$ cat src/tsq_pkg.sv
package tsq_pkg;

	// ------------------------------------------------------------------
	// Register map (byte addresses)
	// ------------------------------------------------------------------
	localparam logic [7:0] ADDR_C1LIM   = 8'h00;
	localparam logic [7:0] ADDR_ADJ     = 8'h04;
	localparam logic [7:0] ADDR_LIT     = 8'h08;
	localparam logic [7:0] ADDR_QPTR    = 8'h0C;
	localparam logic [7:0] ADDR_T0LIM   = 8'h10;
	localparam logic [7:0] ADDR_T1LIM   = 8'h14;
	localparam logic [7:0] ADDR_C0LIM   = 8'h18;
	localparam logic [7:0] ADDR_SDLIM   = 8'h1C;
	localparam logic [7:0] ADDR_CMD     = 8'h20;
	localparam logic [7:0] ADDR_STAT    = 8'h24;
	localparam logic [7:0] ADDR_QUE0    = 8'h40;
	localparam logic [7:0] ADDR_QUE_END = 8'h60;

	// ------------------------------------------------------------------
	// Field layout and reset values
	// ------------------------------------------------------------------
	localparam int          LIM_W      = 16;
	localparam int          QPTR_W     = 5;
	localparam int          QWORDS     = 8;
	localparam int          OUT_W      = 32;
	localparam logic [15:0] LIM_RESET  = 16'h0000;
	localparam logic [4:0]  QPTR_RESET = 5'h00;
	localparam logic [31:0] WORD_RESET = 32'h0000_0000;

	// Command register fields.
	localparam int CMD_GO_BIT    = 0;
	localparam int CMD_STEP_LSB  = 8;
	localparam int CMD_TGT_LSB   = 16;
	localparam int CMD_OUT_LSB   = 24;

	// Step kinds understood by the small executor.
	localparam logic [1:0] STEP_ADD    = 2'h0;
	localparam logic [1:0] STEP_STROBE = 2'h1;
	localparam logic [1:0] STEP_TRIG   = 2'h2;
	localparam logic [1:0] STEP_NOP    = 2'h3;

	// Add-step targets.
	localparam logic [2:0] TGT_T0  = 3'h0;
	localparam logic [2:0] TGT_T1  = 3'h1;
	localparam logic [2:0] TGT_C0  = 3'h2;
	localparam logic [2:0] TGT_C1  = 3'h3;
	localparam logic [2:0] TGT_SD  = 3'h4;
	localparam logic [2:0] TGT_LIT = 3'h5;

	// Trigger output lanes.
	localparam int OUT_CAP     = 9;
	localparam int OUT_ADC_LO  = 12;
	localparam int OUT_ADC_HI  = 15;
	localparam int OUT_PIN_LO  = 28;
	localparam int OUT_PIN_HI  = 31;

	typedef struct packed {
		logic [1:0] kind;
		logic [2:0] target;
		logic [4:0] lane;
	} tsq_step_t;

endpackage

$ cat src/tsq_step_timer.sv
`timescale 1ns/1ps
module tsq_step_timer
#(
	parameter int WIDTH = 16
)
(
	input  wire logic             pclk,      // Sequencer clock.
	input  wire logic             presetn,   // Async reset, low.
	input  wire logic             start,     // Begin a step.
	input  wire logic [WIDTH-1:0] extra,     // Additional clocks.
	output logic                  busy,      // Step in progress.
	output logic                  done       // Last step clock.
);

	if (WIDTH < 1)
	begin : g_bad_width
		$error("tsq_step_timer: WIDTH must be positive");
	end

	logic [WIDTH-1:0] cnt_ff;

	// A step lasts one clock plus the programmed extra clocks.
	always_ff @(posedge pclk or negedge presetn)
	begin
		if (!presetn)
		begin
			cnt_ff <= '0;
			busy   <= 1'b0;
		end
		else if (start && !busy)
		begin
			cnt_ff <= extra; // [RULE_10]
			busy   <= 1'b1;
		end
		else if (busy)
		begin
			if (cnt_ff == '0)
				busy <= 1'b0;
			else
				cnt_ff <= cnt_ff - 1'b1; // [RULE_10]
		end
	end

	assign done = busy && (cnt_ff == '0);

endmodule

$ cat src/tsq_queue_mem.sv
`timescale 1ns/1ps
module tsq_queue_mem
#(
	parameter int WORDS = 8
)
(
	input  wire logic                     pclk,    // Sequencer clock.
	input  wire logic                     presetn, // Async reset, low.
	input  wire logic                     wr_en,   // Word write strobe.
	input  wire logic [$clog2(WORDS)-1:0] wr_idx,  // Word index.
	input  wire logic [31:0]              wr_data, // Word data.
	input  wire logic [$clog2(WORDS)-1:0] rd_idx,  // Bus read index.
	output logic      [31:0]              rd_data, // Bus read word.
	input  wire logic [4:0]               ptr,     // Step pointer.
	output logic      [7:0]               step     // Active step byte.
);
	import tsq_pkg::*;

	// The 5-bit pointer spans exactly 32 step bytes.
	if (WORDS * 4 != 32)
	begin : g_bad_words
		$error("tsq_queue_mem: pointer spans exactly 32 bytes");
	end

	logic [31:0] que_ff [WORDS];
	logic [31:0] sel_word;

	genvar gi;
	generate
		for (gi = 0; gi < WORDS; gi++)
		begin : g_word
			always_ff @(posedge pclk or negedge presetn)
			begin
				if (!presetn)
					que_ff[gi] <= WORD_RESET; // [RULE_12]
				else if (wr_en && wr_idx == gi)
					que_ff[gi] <= wr_data; // [RULE_05]
			end
		end
	endgenerate

	assign rd_data  = que_ff[rd_idx];
	assign sel_word = que_ff[ptr[4:2]];
	// Byte 4n sits in the low lane, 4n+3 in the top lane.
	assign step = sel_word[{ptr[1:0], 3'b000} +: 8]; // [RULE_06]

endmodule

$ cat src/tsq_regs.sv
// Operation
// [RULE_01] Counter one limit is the loop count for the jump-on-counter-one step or a general limit.
// [RULE_02] An add step adds the 16-bit adjust value to a chosen limit or the literal and writes it back.
// [RULE_03] A 16-bit literal is held and driven on the strobe output when the strobe step runs.
// [RULE_04] A 5-bit software-writable pointer selects the active step command in the queue.
// [RULE_05] Eight 32-bit queue words hold four step bytes each, byte 4n+3 in the top lane.
// [RULE_06] Word n holds byte 4n in bits 7-0, 4n+1 in bits 15-8 and 4n+2 in bits 23-16.
// [RULE_07] Outputs 12 to 15 are ADC sample triggers, output 9 feeds capacitive sensing.
// [RULE_08] Outputs 28 to 31 are output buffer data lines for pin selection.
// [RULE_09] Unimplemented bits read as zero and ignore writes.
// [RULE_10] Each step lasts one clock plus the step delay limit in extra clocks.
// [RULE_11] Counter zero limit is the loop count for the jump-on-counter-zero step or a general limit.
// [RULE_12] All implemented bits clear to zero on reset; the STAT state field resets to ST_IDLE (3'b001), so STAT bit 0 reads as one.
//
// The APB register port and the register offsets were decided locally.
`timescale 1ns/1ps
module tsq_regs
#(
	parameter int QWORDS_P = tsq_pkg::QWORDS
)
(
	input  wire logic                       pclk,      // Sequencer clock.
	input  wire logic                       presetn,   // Async reset, low.
	input  wire logic                       psel,      // APB select.
	input  wire logic                       penable,   // APB enable.
	input  wire logic                       pwrite,    // APB write.
	input  wire logic [7:0]                 paddr,     // APB address.
	input  wire logic [31:0]                pwdata,    // APB write data.
	output logic      [31:0]                prdata,    // APB read data.
	output logic                            pready,    // APB ready.
	output logic                            pslverr,   // APB error.
	output logic [tsq_pkg::LIM_W-1:0]       strobe_data,   // Literal.
	output logic                            strobe_valid,  // Literal strobe.
	output logic [3:0]                      adc_trigger,   // ADC triggers.
	output logic                            cap_trigger,   // Cap sensing.
	output logic [3:0]                      pin_data,      // To pin select.
	output logic [tsq_pkg::LIM_W-1:0]       count_zero_lim,// Loop limit 0.
	output logic [tsq_pkg::LIM_W-1:0]       count_one_lim  // Loop limit 1.
);
	import tsq_pkg::*;

	// The register map has room for exactly this many queue words.
	if (QWORDS_P != QWORDS)
	begin : g_bad_depth
		$error("tsq_regs: queue depth is fixed by the map");
	end

	// ------------------------------------------------------------------
	// State
	// ------------------------------------------------------------------
	typedef enum logic [2:0]
	{
		ST_IDLE = 3'b001,
		ST_RUN  = 3'b010,
		ST_DONE = 3'b100
	} tsq_state_t;

	tsq_state_t state_ff;
	tsq_state_t nxt_state;

	logic [LIM_W-1:0]  c1lim_ff;
	logic [LIM_W-1:0]  c0lim_ff;
	logic [LIM_W-1:0]  t0lim_ff;
	logic [LIM_W-1:0]  t1lim_ff;
	logic [LIM_W-1:0]  sdlim_ff;
	logic [LIM_W-1:0]  adj_ff;
	logic [LIM_W-1:0]  lit_ff;
	logic [QPTR_W-1:0] qptr_ff;
	tsq_step_t         step_ff;
	logic [OUT_W-1:0]  out_ff;
	logic              strobe_ff;
	logic [31:0]       prdata_ff;
	logic              pslverr_ff;

	logic              acc;
	logic              wr;
	logic              is_que;
	logic              mapped;
	logic [2:0]        que_idx;
	logic [31:0]       que_rd;
	logic [7:0]        step_byte;
	logic              tm_busy;
	logic              tm_done;
	logic              go;
	logic [LIM_W-1:0]  sum;
	logic [LIM_W-1:0]  tgt_val;
	logic              do_add;

	// ------------------------------------------------------------------
	// Bus decode
	// ------------------------------------------------------------------
	assign acc     = psel && penable;
	assign wr      = acc && pwrite;
	assign is_que  = (paddr >= ADDR_QUE0) && (paddr < ADDR_QUE_END);
	assign que_idx = paddr[4:2];
	// A go write is ignored unless the executor is idle.
	assign go      = wr && (paddr == ADDR_CMD) && pwdata[CMD_GO_BIT]
			&& (state_ff == ST_IDLE);

	always_comb
	begin
		case (paddr)
			ADDR_C1LIM, ADDR_ADJ, ADDR_LIT, ADDR_QPTR, ADDR_T0LIM,
			ADDR_T1LIM, ADDR_C0LIM, ADDR_SDLIM, ADDR_CMD, ADDR_STAT:
				mapped = (paddr[1:0] == 2'b00);
			default:
				mapped = is_que && (paddr[1:0] == 2'b00);
		endcase
	end

	// ------------------------------------------------------------------
	// Queue storage
	// ------------------------------------------------------------------
	tsq_queue_mem #(
		.WORDS   (QWORDS_P)
	) u_mem (
		.pclk    (pclk),
		.presetn (presetn),
		.wr_en   (wr && is_que && mapped),
		.wr_idx  (que_idx),
		.wr_data (pwdata),
		.rd_idx  (que_idx),
		.rd_data (que_rd),
		.ptr     (qptr_ff),
		.step    (step_byte)
	);

	// The timer, started in the first RUN clock, holds RUN for one more clock plus the step delay limit.
	tsq_step_timer #(
		.WIDTH   (LIM_W)
	) u_timer (
		.pclk    (pclk),
		.presetn (presetn),
		.start   (state_ff == ST_RUN),
		.extra   (sdlim_ff),
		.busy    (tm_busy),
		.done    (tm_done)
	);

	// ------------------------------------------------------------------
	// Add step arithmetic
	// ------------------------------------------------------------------
	always_comb
	begin
		case (step_ff.target)
			TGT_T0:  tgt_val = t0lim_ff;
			TGT_T1:  tgt_val = t1lim_ff;
			TGT_C0:  tgt_val = c0lim_ff;
			TGT_C1:  tgt_val = c1lim_ff;
			TGT_SD:  tgt_val = sdlim_ff;
			TGT_LIT: tgt_val = lit_ff;
			default: tgt_val = '0;
		endcase
	end

	// The add result lands in the DONE cycle; a bus write to any limit,
	// adjust or literal register in that cycle is lost.
	assign sum    = LIM_W'(tgt_val + adj_ff); // [RULE_02]
	assign do_add = (state_ff == ST_DONE) && (step_ff.kind == STEP_ADD);

	// ------------------------------------------------------------------
	// Step state machine
	// ------------------------------------------------------------------
	always_comb
	begin
		case (state_ff)
			ST_IDLE: nxt_state = go ? ST_RUN : ST_IDLE;
			ST_RUN:  nxt_state = (tm_busy && tm_done) ? ST_DONE : ST_RUN;
			ST_DONE: nxt_state = ST_IDLE;
			default: nxt_state = ST_IDLE;
		endcase
	end

	always_ff @(posedge pclk or negedge presetn)
	begin
		if (!presetn)
			state_ff <= ST_IDLE;
		else
			state_ff <= nxt_state; // [RULE_10]
	end

	always_ff @(posedge pclk or negedge presetn)
	begin
		if (!presetn)
			step_ff <= '0;
		else if (go)
			step_ff <= pwdata[CMD_STEP_LSB +: 10];
	end

	// ------------------------------------------------------------------
	// Software registers, add write-back wins over a bus write
	// ------------------------------------------------------------------
	always_ff @(posedge pclk or negedge presetn)
	begin
		if (!presetn)
		begin
			c1lim_ff <= LIM_RESET; // [RULE_12]
			c0lim_ff <= LIM_RESET;
			t0lim_ff <= LIM_RESET;
			t1lim_ff <= LIM_RESET;
			sdlim_ff <= LIM_RESET;
			adj_ff   <= LIM_RESET;
			lit_ff   <= LIM_RESET;
		end
		else if (do_add)
		begin
			case (step_ff.target)
				TGT_T0:  t0lim_ff <= sum; // [RULE_02]
				TGT_T1:  t1lim_ff <= sum;
				TGT_C0:  c0lim_ff <= sum;
				TGT_C1:  c1lim_ff <= sum;
				TGT_SD:  sdlim_ff <= sum;
				TGT_LIT: lit_ff   <= sum;
				default: lit_ff   <= lit_ff;
			endcase
		end
		else if (wr)
		begin
			// Only the low half is kept; upper bits are dropped.
			case (paddr)
				ADDR_C1LIM: c1lim_ff <= pwdata[LIM_W-1:0]; // [RULE_09]
				ADDR_C0LIM: c0lim_ff <= pwdata[LIM_W-1:0];
				ADDR_T0LIM: t0lim_ff <= pwdata[LIM_W-1:0];
				ADDR_T1LIM: t1lim_ff <= pwdata[LIM_W-1:0];
				ADDR_SDLIM: sdlim_ff <= pwdata[LIM_W-1:0];
				ADDR_ADJ:   adj_ff   <= pwdata[LIM_W-1:0];
				ADDR_LIT:   lit_ff   <= pwdata[LIM_W-1:0];
				default:    adj_ff   <= adj_ff;
			endcase
		end
	end

	always_ff @(posedge pclk or negedge presetn)
	begin
		if (!presetn)
			qptr_ff <= QPTR_RESET;
		else if (wr && paddr == ADDR_QPTR)
			qptr_ff <= pwdata[QPTR_W-1:0]; // [RULE_04]
	end

	// ------------------------------------------------------------------
	// Outputs: strobe and trigger lanes
	// ------------------------------------------------------------------
	always_ff @(posedge pclk or negedge presetn)
	begin
		if (!presetn)
		begin
			strobe_ff   <= 1'b0;
			strobe_data <= '0;
		end
		else
		begin
			strobe_ff <= (state_ff == ST_DONE)
					&& (step_ff.kind == STEP_STROBE);
			if ((state_ff == ST_DONE) && (step_ff.kind == STEP_STROBE))
				strobe_data <= lit_ff; // [RULE_03]
		end
	end

	always_ff @(posedge pclk or negedge presetn)
	begin
		if (!presetn)
			out_ff <= '0;
		else if ((state_ff == ST_DONE) && (step_ff.kind == STEP_TRIG))
			out_ff <= OUT_W'(1) << step_ff.lane;
		else
			out_ff <= '0;
	end

	always_ff @(posedge pclk or negedge presetn)
	begin
		if (!presetn)
		begin
			adc_trigger    <= '0;
			cap_trigger    <= 1'b0;
			pin_data       <= '0;
			strobe_valid   <= 1'b0;
			count_zero_lim <= '0;
			count_one_lim  <= '0;
		end
		else
		begin
			adc_trigger    <= out_ff[OUT_ADC_HI:OUT_ADC_LO]; // [RULE_07]
			cap_trigger    <= out_ff[OUT_CAP]; // [RULE_07]
			pin_data       <= out_ff[OUT_PIN_HI:OUT_PIN_LO]; // [RULE_08]
			strobe_valid   <= strobe_ff;
			count_zero_lim <= c0lim_ff; // [RULE_11]
			count_one_lim  <= c1lim_ff; // [RULE_01]
		end
	end

	// ------------------------------------------------------------------
	// Read mux, no wait states
	// ------------------------------------------------------------------
	always_ff @(posedge pclk or negedge presetn)
	begin
		if (!presetn)
		begin
			prdata_ff  <= WORD_RESET;
		end
		else if (psel && !penable)
		begin
			// An unaligned queue address reads as zero like any hole.
			if (is_que && mapped)
				prdata_ff <= que_rd;
			else
			begin
				case (paddr)
					ADDR_C1LIM: prdata_ff <= {16'h0000, c1lim_ff}; // [RULE_09]
					ADDR_C0LIM: prdata_ff <= {16'h0000, c0lim_ff};
					ADDR_T0LIM: prdata_ff <= {16'h0000, t0lim_ff};
					ADDR_T1LIM: prdata_ff <= {16'h0000, t1lim_ff};
					ADDR_SDLIM: prdata_ff <= {16'h0000, sdlim_ff};
					ADDR_ADJ:   prdata_ff <= {16'h0000, adj_ff};
					ADDR_LIT:   prdata_ff <= {16'h0000, lit_ff};
					ADDR_QPTR:  prdata_ff <= {27'h000_0000, qptr_ff};
					ADDR_STAT:  prdata_ff <= {21'h00_0000, step_byte,
							state_ff};
					default:    prdata_ff <= WORD_RESET;
				endcase
			end
		end
	end

	always_ff @(posedge pclk or negedge presetn)
	begin
		if (!presetn)
			pready <= 1'b0;
		else
			pready <= psel && !penable;
	end

	// The error flag is registered so that it stands with pready alone.
	always_ff @(posedge pclk or negedge presetn)
	begin
		if (!presetn)
			pslverr_ff <= 1'b0;
		else
			pslverr_ff <= psel && !penable && !mapped; // [RULE_09]
	end

	assign prdata  = prdata_ff;
	assign pslverr = pslverr_ff;

endmodule

$ cat config.mk
export PLATFORM = sky130hd
export DESIGN_NAME = tsq_regs
export DESIGN_NICKNAME = d
export VERILOG_FILES = /design/src/tsq_pkg.sv /design/src/tsq_step_timer.sv /design/src/tsq_queue_mem.sv /design/src/tsq_regs.sv
export SDC_FILE = /design/constraint.sdc
export NUM_CORES = 1
export LEC_CHECK = 0
export BUFFER_PORTS_ARGS = -buffer_cell sky130_fd_sc_hd__buf_2
export CAP_MARGIN = 0
export CELL_PAD_IN_SITES_DETAIL_PLACEMENT = 0
export CELL_PAD_IN_SITES_GLOBAL_PLACEMENT = 2
export CORE_AREA = 10 10 368 192
export CTS_BUF_LIST = sky130_fd_sc_hd__clkbuf_2
export DETAILED_ROUTE_END_ITERATION = 8
export DIE_AREA = 0 0 378 202
export PLACE_DENSITY_LB_ADDON = 0.08
export SKIP_LAST_GASP = 1
export SYNTH_ARGS = -nofsm -noshare
export SYNTH_HDL_FRONTEND = slang
export SYNTH_SLANG_ARGS = --single-unit
$ cat constraint.sdc
create_clock -name pclk -period 3.5 [get_ports pclk]
set_input_delay 0.525 -clock pclk [delete_from_list [all_inputs] [get_ports pclk]]
set_output_delay 0.525 -clock pclk [all_outputs]
set_load 0.005 [all_outputs]
==> qor.log <==
qor: status.run_status finished, violations left
qor: status.violations setup timing
qor: final_layout.syn_to_final_growth 19.1%
qor: clocking.numClockSinks 505
qor: sta.grt_setup_unrepaired true
qor: critical_path.worstPathArrival 4860 ps
qor: place.dpl-instance-area 28,000 um2
qor: place.estimated_wirelength_of_the_detail_placed_design 65,800 um
qor: grt.first_global_vias 19,259
qor: floorplan.rows 66
qor: route.route.detailed.vias_per_inst 5.76
qor: pwr.leakagePower 14.1 nW
qor: grt.antenna_found_initial 5
qor: pwr.pwr-share-seq 54.0%
qor: route.postRouteAntennaNets 0
qor: final_layout.top_reg_by_flops u_mem.que_ff
qor: synth.ys_top_cells_by_area sky130_fd_sc_hd__dfrtp_1, sky130_fd_sc_hd__mux2_2, sky130_fd_sc_hd__mux4_2, sky130_fd_sc_hd__mux2i_1, sky130_fd_sc_hd__a21oi_1
qor: pwr.design_power_total 0.0112 W
qor: pwr.internal_power 0.00789 W
qor: sta.worst_clock_skew 94.0 ps
qor: min_path.number_of_cells_traversed_by_the_worst_hold_path 4
qor: place.gp_routability_congestion 0.940
qor: critical_path.cp_data_required_time 4810 ps
qor: synth.synth-edff-count 0
qor: critical_path.regToRegEndpoint lit_ff[14]
qor: sta.finalCriticalPeriod 3550 ps
qor: synth.ys_warnings 0
qor: pwr.clockPowerShare 37.4%
qor: synth.syn-instance-count 1,992
qor: clocking.clk_path_buf_depth 3
qor: sta.slew_headroom 42.0%
qor: clocking.clk_latency 1370 ps
qor: sta.total_count_of_max_transition_violations_in_the_final_report 0
qor: floorplan.fp.dieArea 76,400 um2
qor: critical_path.critPathMaxStageDelay 510 ps
qor: clocking.cts-buffers-inserted 119
qor: synth.total_of_flip_flops_plus_latches_after_synthesis 505
qor: critical_path.critical_path.n_buffers_inverters 2
qor: route.route.final.wire_length 93,900 um
qor: route.post_drt_wl_per_cell 28.4 um
qor: sta.max_slew.worst_pin.slew 869 ps
qor: route.vias 19,074
qor: route.dr.pass1.iters 6
qor: critical_path.rr_worst_depth 13
qor: grt.grt_first_pass_wirelength 137,000 um
qor: floorplan.core_region_area 64,200 um2
qor: floorplan.floorplan.initialDensity 39.5%
qor: synth.synth_top_area_share 49.7%
qor: flow_run.max-cap-violations 0
qor: final_layout.fin_nets 2,426
qor: grt.grt_max_degree 88
qor: critical_path.crit_type reg2reg
qor: grt.grt_usage 24.5%
qor: final_layout.final_layout_size_suffix_gt1_share 41.7%
qor: floorplan.die_height 202 um
qor: floorplan.die_w 378 um
qor: synth.synth.lib_cells_used.distinct 77
qor: sta.setup-violations-final 6
qor: synth.synth.yosys.seq_area_share 49.8%
qor: critical_path.timing.rr.start step_ff[6]
qor: clocking.root_buffer sky130_fd_sc_hd__clkbuf_2
qor: synth.async_reset_ff_share 100%
qor: sta.fmax 0.281 GHz
qor: clocking.clkSlewWorstSetupHoldPaths 150 ps
qor: floorplan.io-pin-count 137
qor: synth.synth_area 25,400 um2
qor: clocking.cts_tree built
qor: synth.synth_top_flop_cell sky130_fd_sc_hd__dfrtp_1
qor: critical_path.worstPathMaxFanout 6
qor: synth.postSynthAreaPerCell 12.7 um2
qor: sta.post-route-period-util 102%
qor: pwr.power.ir.vdd_worst 0.268 mV
qor: critical_path.cp_slowest_cell sky130_fd_sc_hd__mux4_2
qor: route.post-route-drc-count 0
qor: min_path.hp-class in2reg
qor: critical_path.critical-path-top-delay-family compound AO/OA/AOI/OAI gates
qor: critical_path.worst_setup_path_start_kind register
qor: sta.final_critical_path_setup_slack -53.5 ps
qor: pwr.p_comb_share 8.6%
qor: min_path.hold_path_end step_ff[5]
qor: critical_path.worstSetupEndpointType register
qor: synth.syn-num-nets 2,054
qor: synth.synthDominantAreaCellType sky130_fd_sc_hd__dfrtp_1
qor: sta.hold_violations 0
qor: route.initialDrtViolationCount 1,674
qor: pwr.p_per_area 372 nW/um2
qor: final_layout.design_area 30,200 um2
qor: pwr.power.switching_fraction 29.6%
qor: place.port_buffer_count 136
qor: critical_path.regToRegSetupSlack -50 ps
qor: min_path.holdCritStartpoint pwdata[13]
qor: grt.grt-ovfl-total 0
qor: critical_path.crit_path_cell_trace buf_12 > mux4_2 > nand2_1 > o21ai_1 > ha_1 > buf_6 > nand2_1 > o211ai_1 > o211ai_1 > a21o_1 > and3b_2 > o31ai_4 > mux2_4
qor: pwr.switching_power_total 0.00332 W
qor: clocking.htree_levels 3
qor: final_layout.largest_register_ff_count 256
==> worst max-delay path by stage <==
stage | startpoint | to | slack [ps] | cells after the start
6_report | step_ff[6] | lit_ff[14] | -50 | 13
5_1_grt | step_ff[6] | c1lim_ff[13] | -80 | 17
4_1_cts | step_ff[6] | lit_ff[14] | -10 | 13
3_5_place_dp | step_ff[6] | lit_ff[14] | -170 | 13
3_3_place_gp | step_ff[6] | c0lim_ff[14] | -130 | 13
2_1_floorplan | step_ff[6] | c0lim_ff[13] | 70 | 14
==> metal layers <==
layer	track usage (%)	share of wire, %	vias to the layer above
li1	-	-	8255
met1	38.3	50	9934
met2	30.3	37	788
met3	10.6	11	97
met4	4.44	1.3	0
met5	0	0	-
==> power groups by stage <==
stage          combinational [W]  sequential, W  clock (W)
4_1_cts                 0.000955        0.00606    0.00434
2_1_floorplan           0.000409        0.00612          0
6_report                0.000961        0.00606    0.00419
3_3_place_gp            0.000861        0.00617          0
5_1_grt                  0.00104        0.00608    0.00467
3_5_place_dp            0.000870        0.00617          0
==> layout make-up <==
cell class / count / area (um2)
Clock inverter: 35 / 243
Fill cell: 5884 / 34100
Antenna cell: 10 / 25.0
Sequential cell: 505 / 12600
Clock buffer: 173 / 866
Multi-Input combinational cell: 1327 / 12200
Timing Repair Buffer: 394 / 3070
Inverter: 17 / 63.8
Tap cell: 850 / 1060
==> per-stage QoR <==
step / setup TNS [ps] / setup WS (ps) / utilization [%] / std cells / hold slack (ps)
5_1_grt: -664 / -77.6 / 47.0 / 3311 / -11.2
6_report: -273 / -53.5 / 47.0 / 3311 / 136
3_5_place_dp: -1360 / -166 / 43.5 / 3000 / 338
2_1_floorplan: 0 / 74.6 / - / 1992 / 229
4_1_cts: -21.4 / -13.0 / 46.7 / 3296 / 4.43
3_3_place_gp: -1290 / -132 / 43.5 / 3000 / 337
==> tightest hold or removal path: cells and delay by family <==
kind	cells	cell delay, ps
buffers and inverters	2	780
AND/OR/NAND/NOR	1	100
AO/OA/AOI/OAI	1	70
==> Yosys cell counts (3+ instances only) <==
cell	instances
sky130_fd_sc_hd__a221oi_1	5
sky130_fd_sc_hd__o2111ai_1	3
sky130_fd_sc_hd__nor3_1	17
sky130_fd_sc_hd__mux2i_1	109
sky130_fd_sc_hd__a22o_1	5
sky130_fd_sc_hd__xnor2_1	7
sky130_fd_sc_hd__nor2_1	172
sky130_fd_sc_hd__o31ai_1	3
sky130_fd_sc_hd__nand2_1	102
sky130_fd_sc_hd__nor4b_1	3
sky130_fd_sc_hd__buf_1	15
sky130_fd_sc_hd__clkbuf_1	55
sky130_fd_sc_hd__mux2_2	326
sky130_fd_sc_hd__nand3_1	19
sky130_fd_sc_hd__mux4_2	134
sky130_fd_sc_hd__buf_2	63
sky130_fd_sc_hd__a211oi_1	9
sky130_fd_sc_hd__inv_1	14
sky130_fd_sc_hd__clkinv_1	3
sky130_fd_sc_hd__or3_1	7
sky130_fd_sc_hd__xor2_1	6
sky130_fd_sc_hd__nand2b_1	8
sky130_fd_sc_hd__o211ai_1	10
sky130_fd_sc_hd__dfrtp_1	504
sky130_fd_sc_hd__a21o_1	4
sky130_fd_sc_hd__o221ai_1	7
sky130_fd_sc_hd__or2_2	3
sky130_fd_sc_hd__ha_1	16
sky130_fd_sc_hd__o21a_1	6
sky130_fd_sc_hd__and2_1	7
sky130_fd_sc_hd__buf_4	8
sky130_fd_sc_hd__a22oi_1	20
sky130_fd_sc_hd__o21ai_0	62
sky130_fd_sc_hd__o22ai_1	18
sky130_fd_sc_hd__nor4_1	6
sky130_fd_sc_hd__nand4_1	6
sky130_fd_sc_hd__a31oi_1	21
sky130_fd_sc_hd__nor2b_1	9
sky130_fd_sc_hd__a32oi_1	4
sky130_fd_sc_hd__o32ai_1	3
sky130_fd_sc_hd__a21boi_0	5
sky130_fd_sc_hd__a21oi_1	143
==> kinds of logic after synthesis <==
family                   synth area share [%]
multiplexers                             30.7
flip-flops                               49.8
AND/OR/NAND/NOR                          6.87
AO/OA/AOI/OAI                            8.41
buffers and inverters                    2.86
adder cells (fa/ha/maj)                 0.869
XOR/XNOR                                0.449
==> placed cells by master (no fill, tap or decap), types with 6 or more instances in the layout <==
master / instances
sky130_fd_sc_hd__ha_1: 15
sky130_fd_sc_hd__a31oi_1: 19
sky130_fd_sc_hd__nor2_4: 8
sky130_fd_sc_hd__o21ai_0: 58
sky130_fd_sc_hd__o221ai_1: 6
sky130_fd_sc_hd__a21oi_1: 141
sky130_fd_sc_hd__a211oi_1: 8
sky130_fd_sc_hd__xnor2_1: 7
sky130_fd_sc_hd__o22ai_1: 18
sky130_fd_sc_hd__dlygate4sd3_1: 80
sky130_fd_sc_hd__nand2b_1: 7
sky130_fd_sc_hd__nor2b_1: 8
sky130_fd_sc_hd__clkbuf_2: 173
sky130_fd_sc_hd__diode_2: 10
sky130_fd_sc_hd__clkinv_2: 7
sky130_fd_sc_hd__buf_4: 158
sky130_fd_sc_hd__nor2_1: 163
sky130_fd_sc_hd__and2_1: 7
sky130_fd_sc_hd__xor2_1: 6
sky130_fd_sc_hd__inv_1: 14
sky130_fd_sc_hd__a22oi_1: 20
sky130_fd_sc_hd__nor4_1: 6
sky130_fd_sc_hd__nand4_1: 6
sky130_fd_sc_hd__clkinv_1: 22
sky130_fd_sc_hd__o211ai_1: 10
sky130_fd_sc_hd__o21a_1: 6
sky130_fd_sc_hd__nand2_1: 102
sky130_fd_sc_hd__nor3_1: 17
sky130_fd_sc_hd__mux2i_1: 108
sky130_fd_sc_hd__buf_2: 133
sky130_fd_sc_hd__dfrtp_1: 500
sky130_fd_sc_hd__mux2_2: 321
sky130_fd_sc_hd__nand3_1: 19
sky130_fd_sc_hd__or3_1: 6
sky130_fd_sc_hd__mux4_2: 134
sky130_fd_sc_hd__buf_12: 15
==> what timing repair did <==
action / in CTS / in global routing
gates resized for setup: 12 / 33
endpoints found under the hold margin: 923 / 0
buffers inserted: 7 / 6
gates cloned: 0 / 0
hold buffers: 81 / 0
pin swaps: 4 / 17
endpoints found under the setup margin: 24 / 42
(Power assumes the default switching activity.)
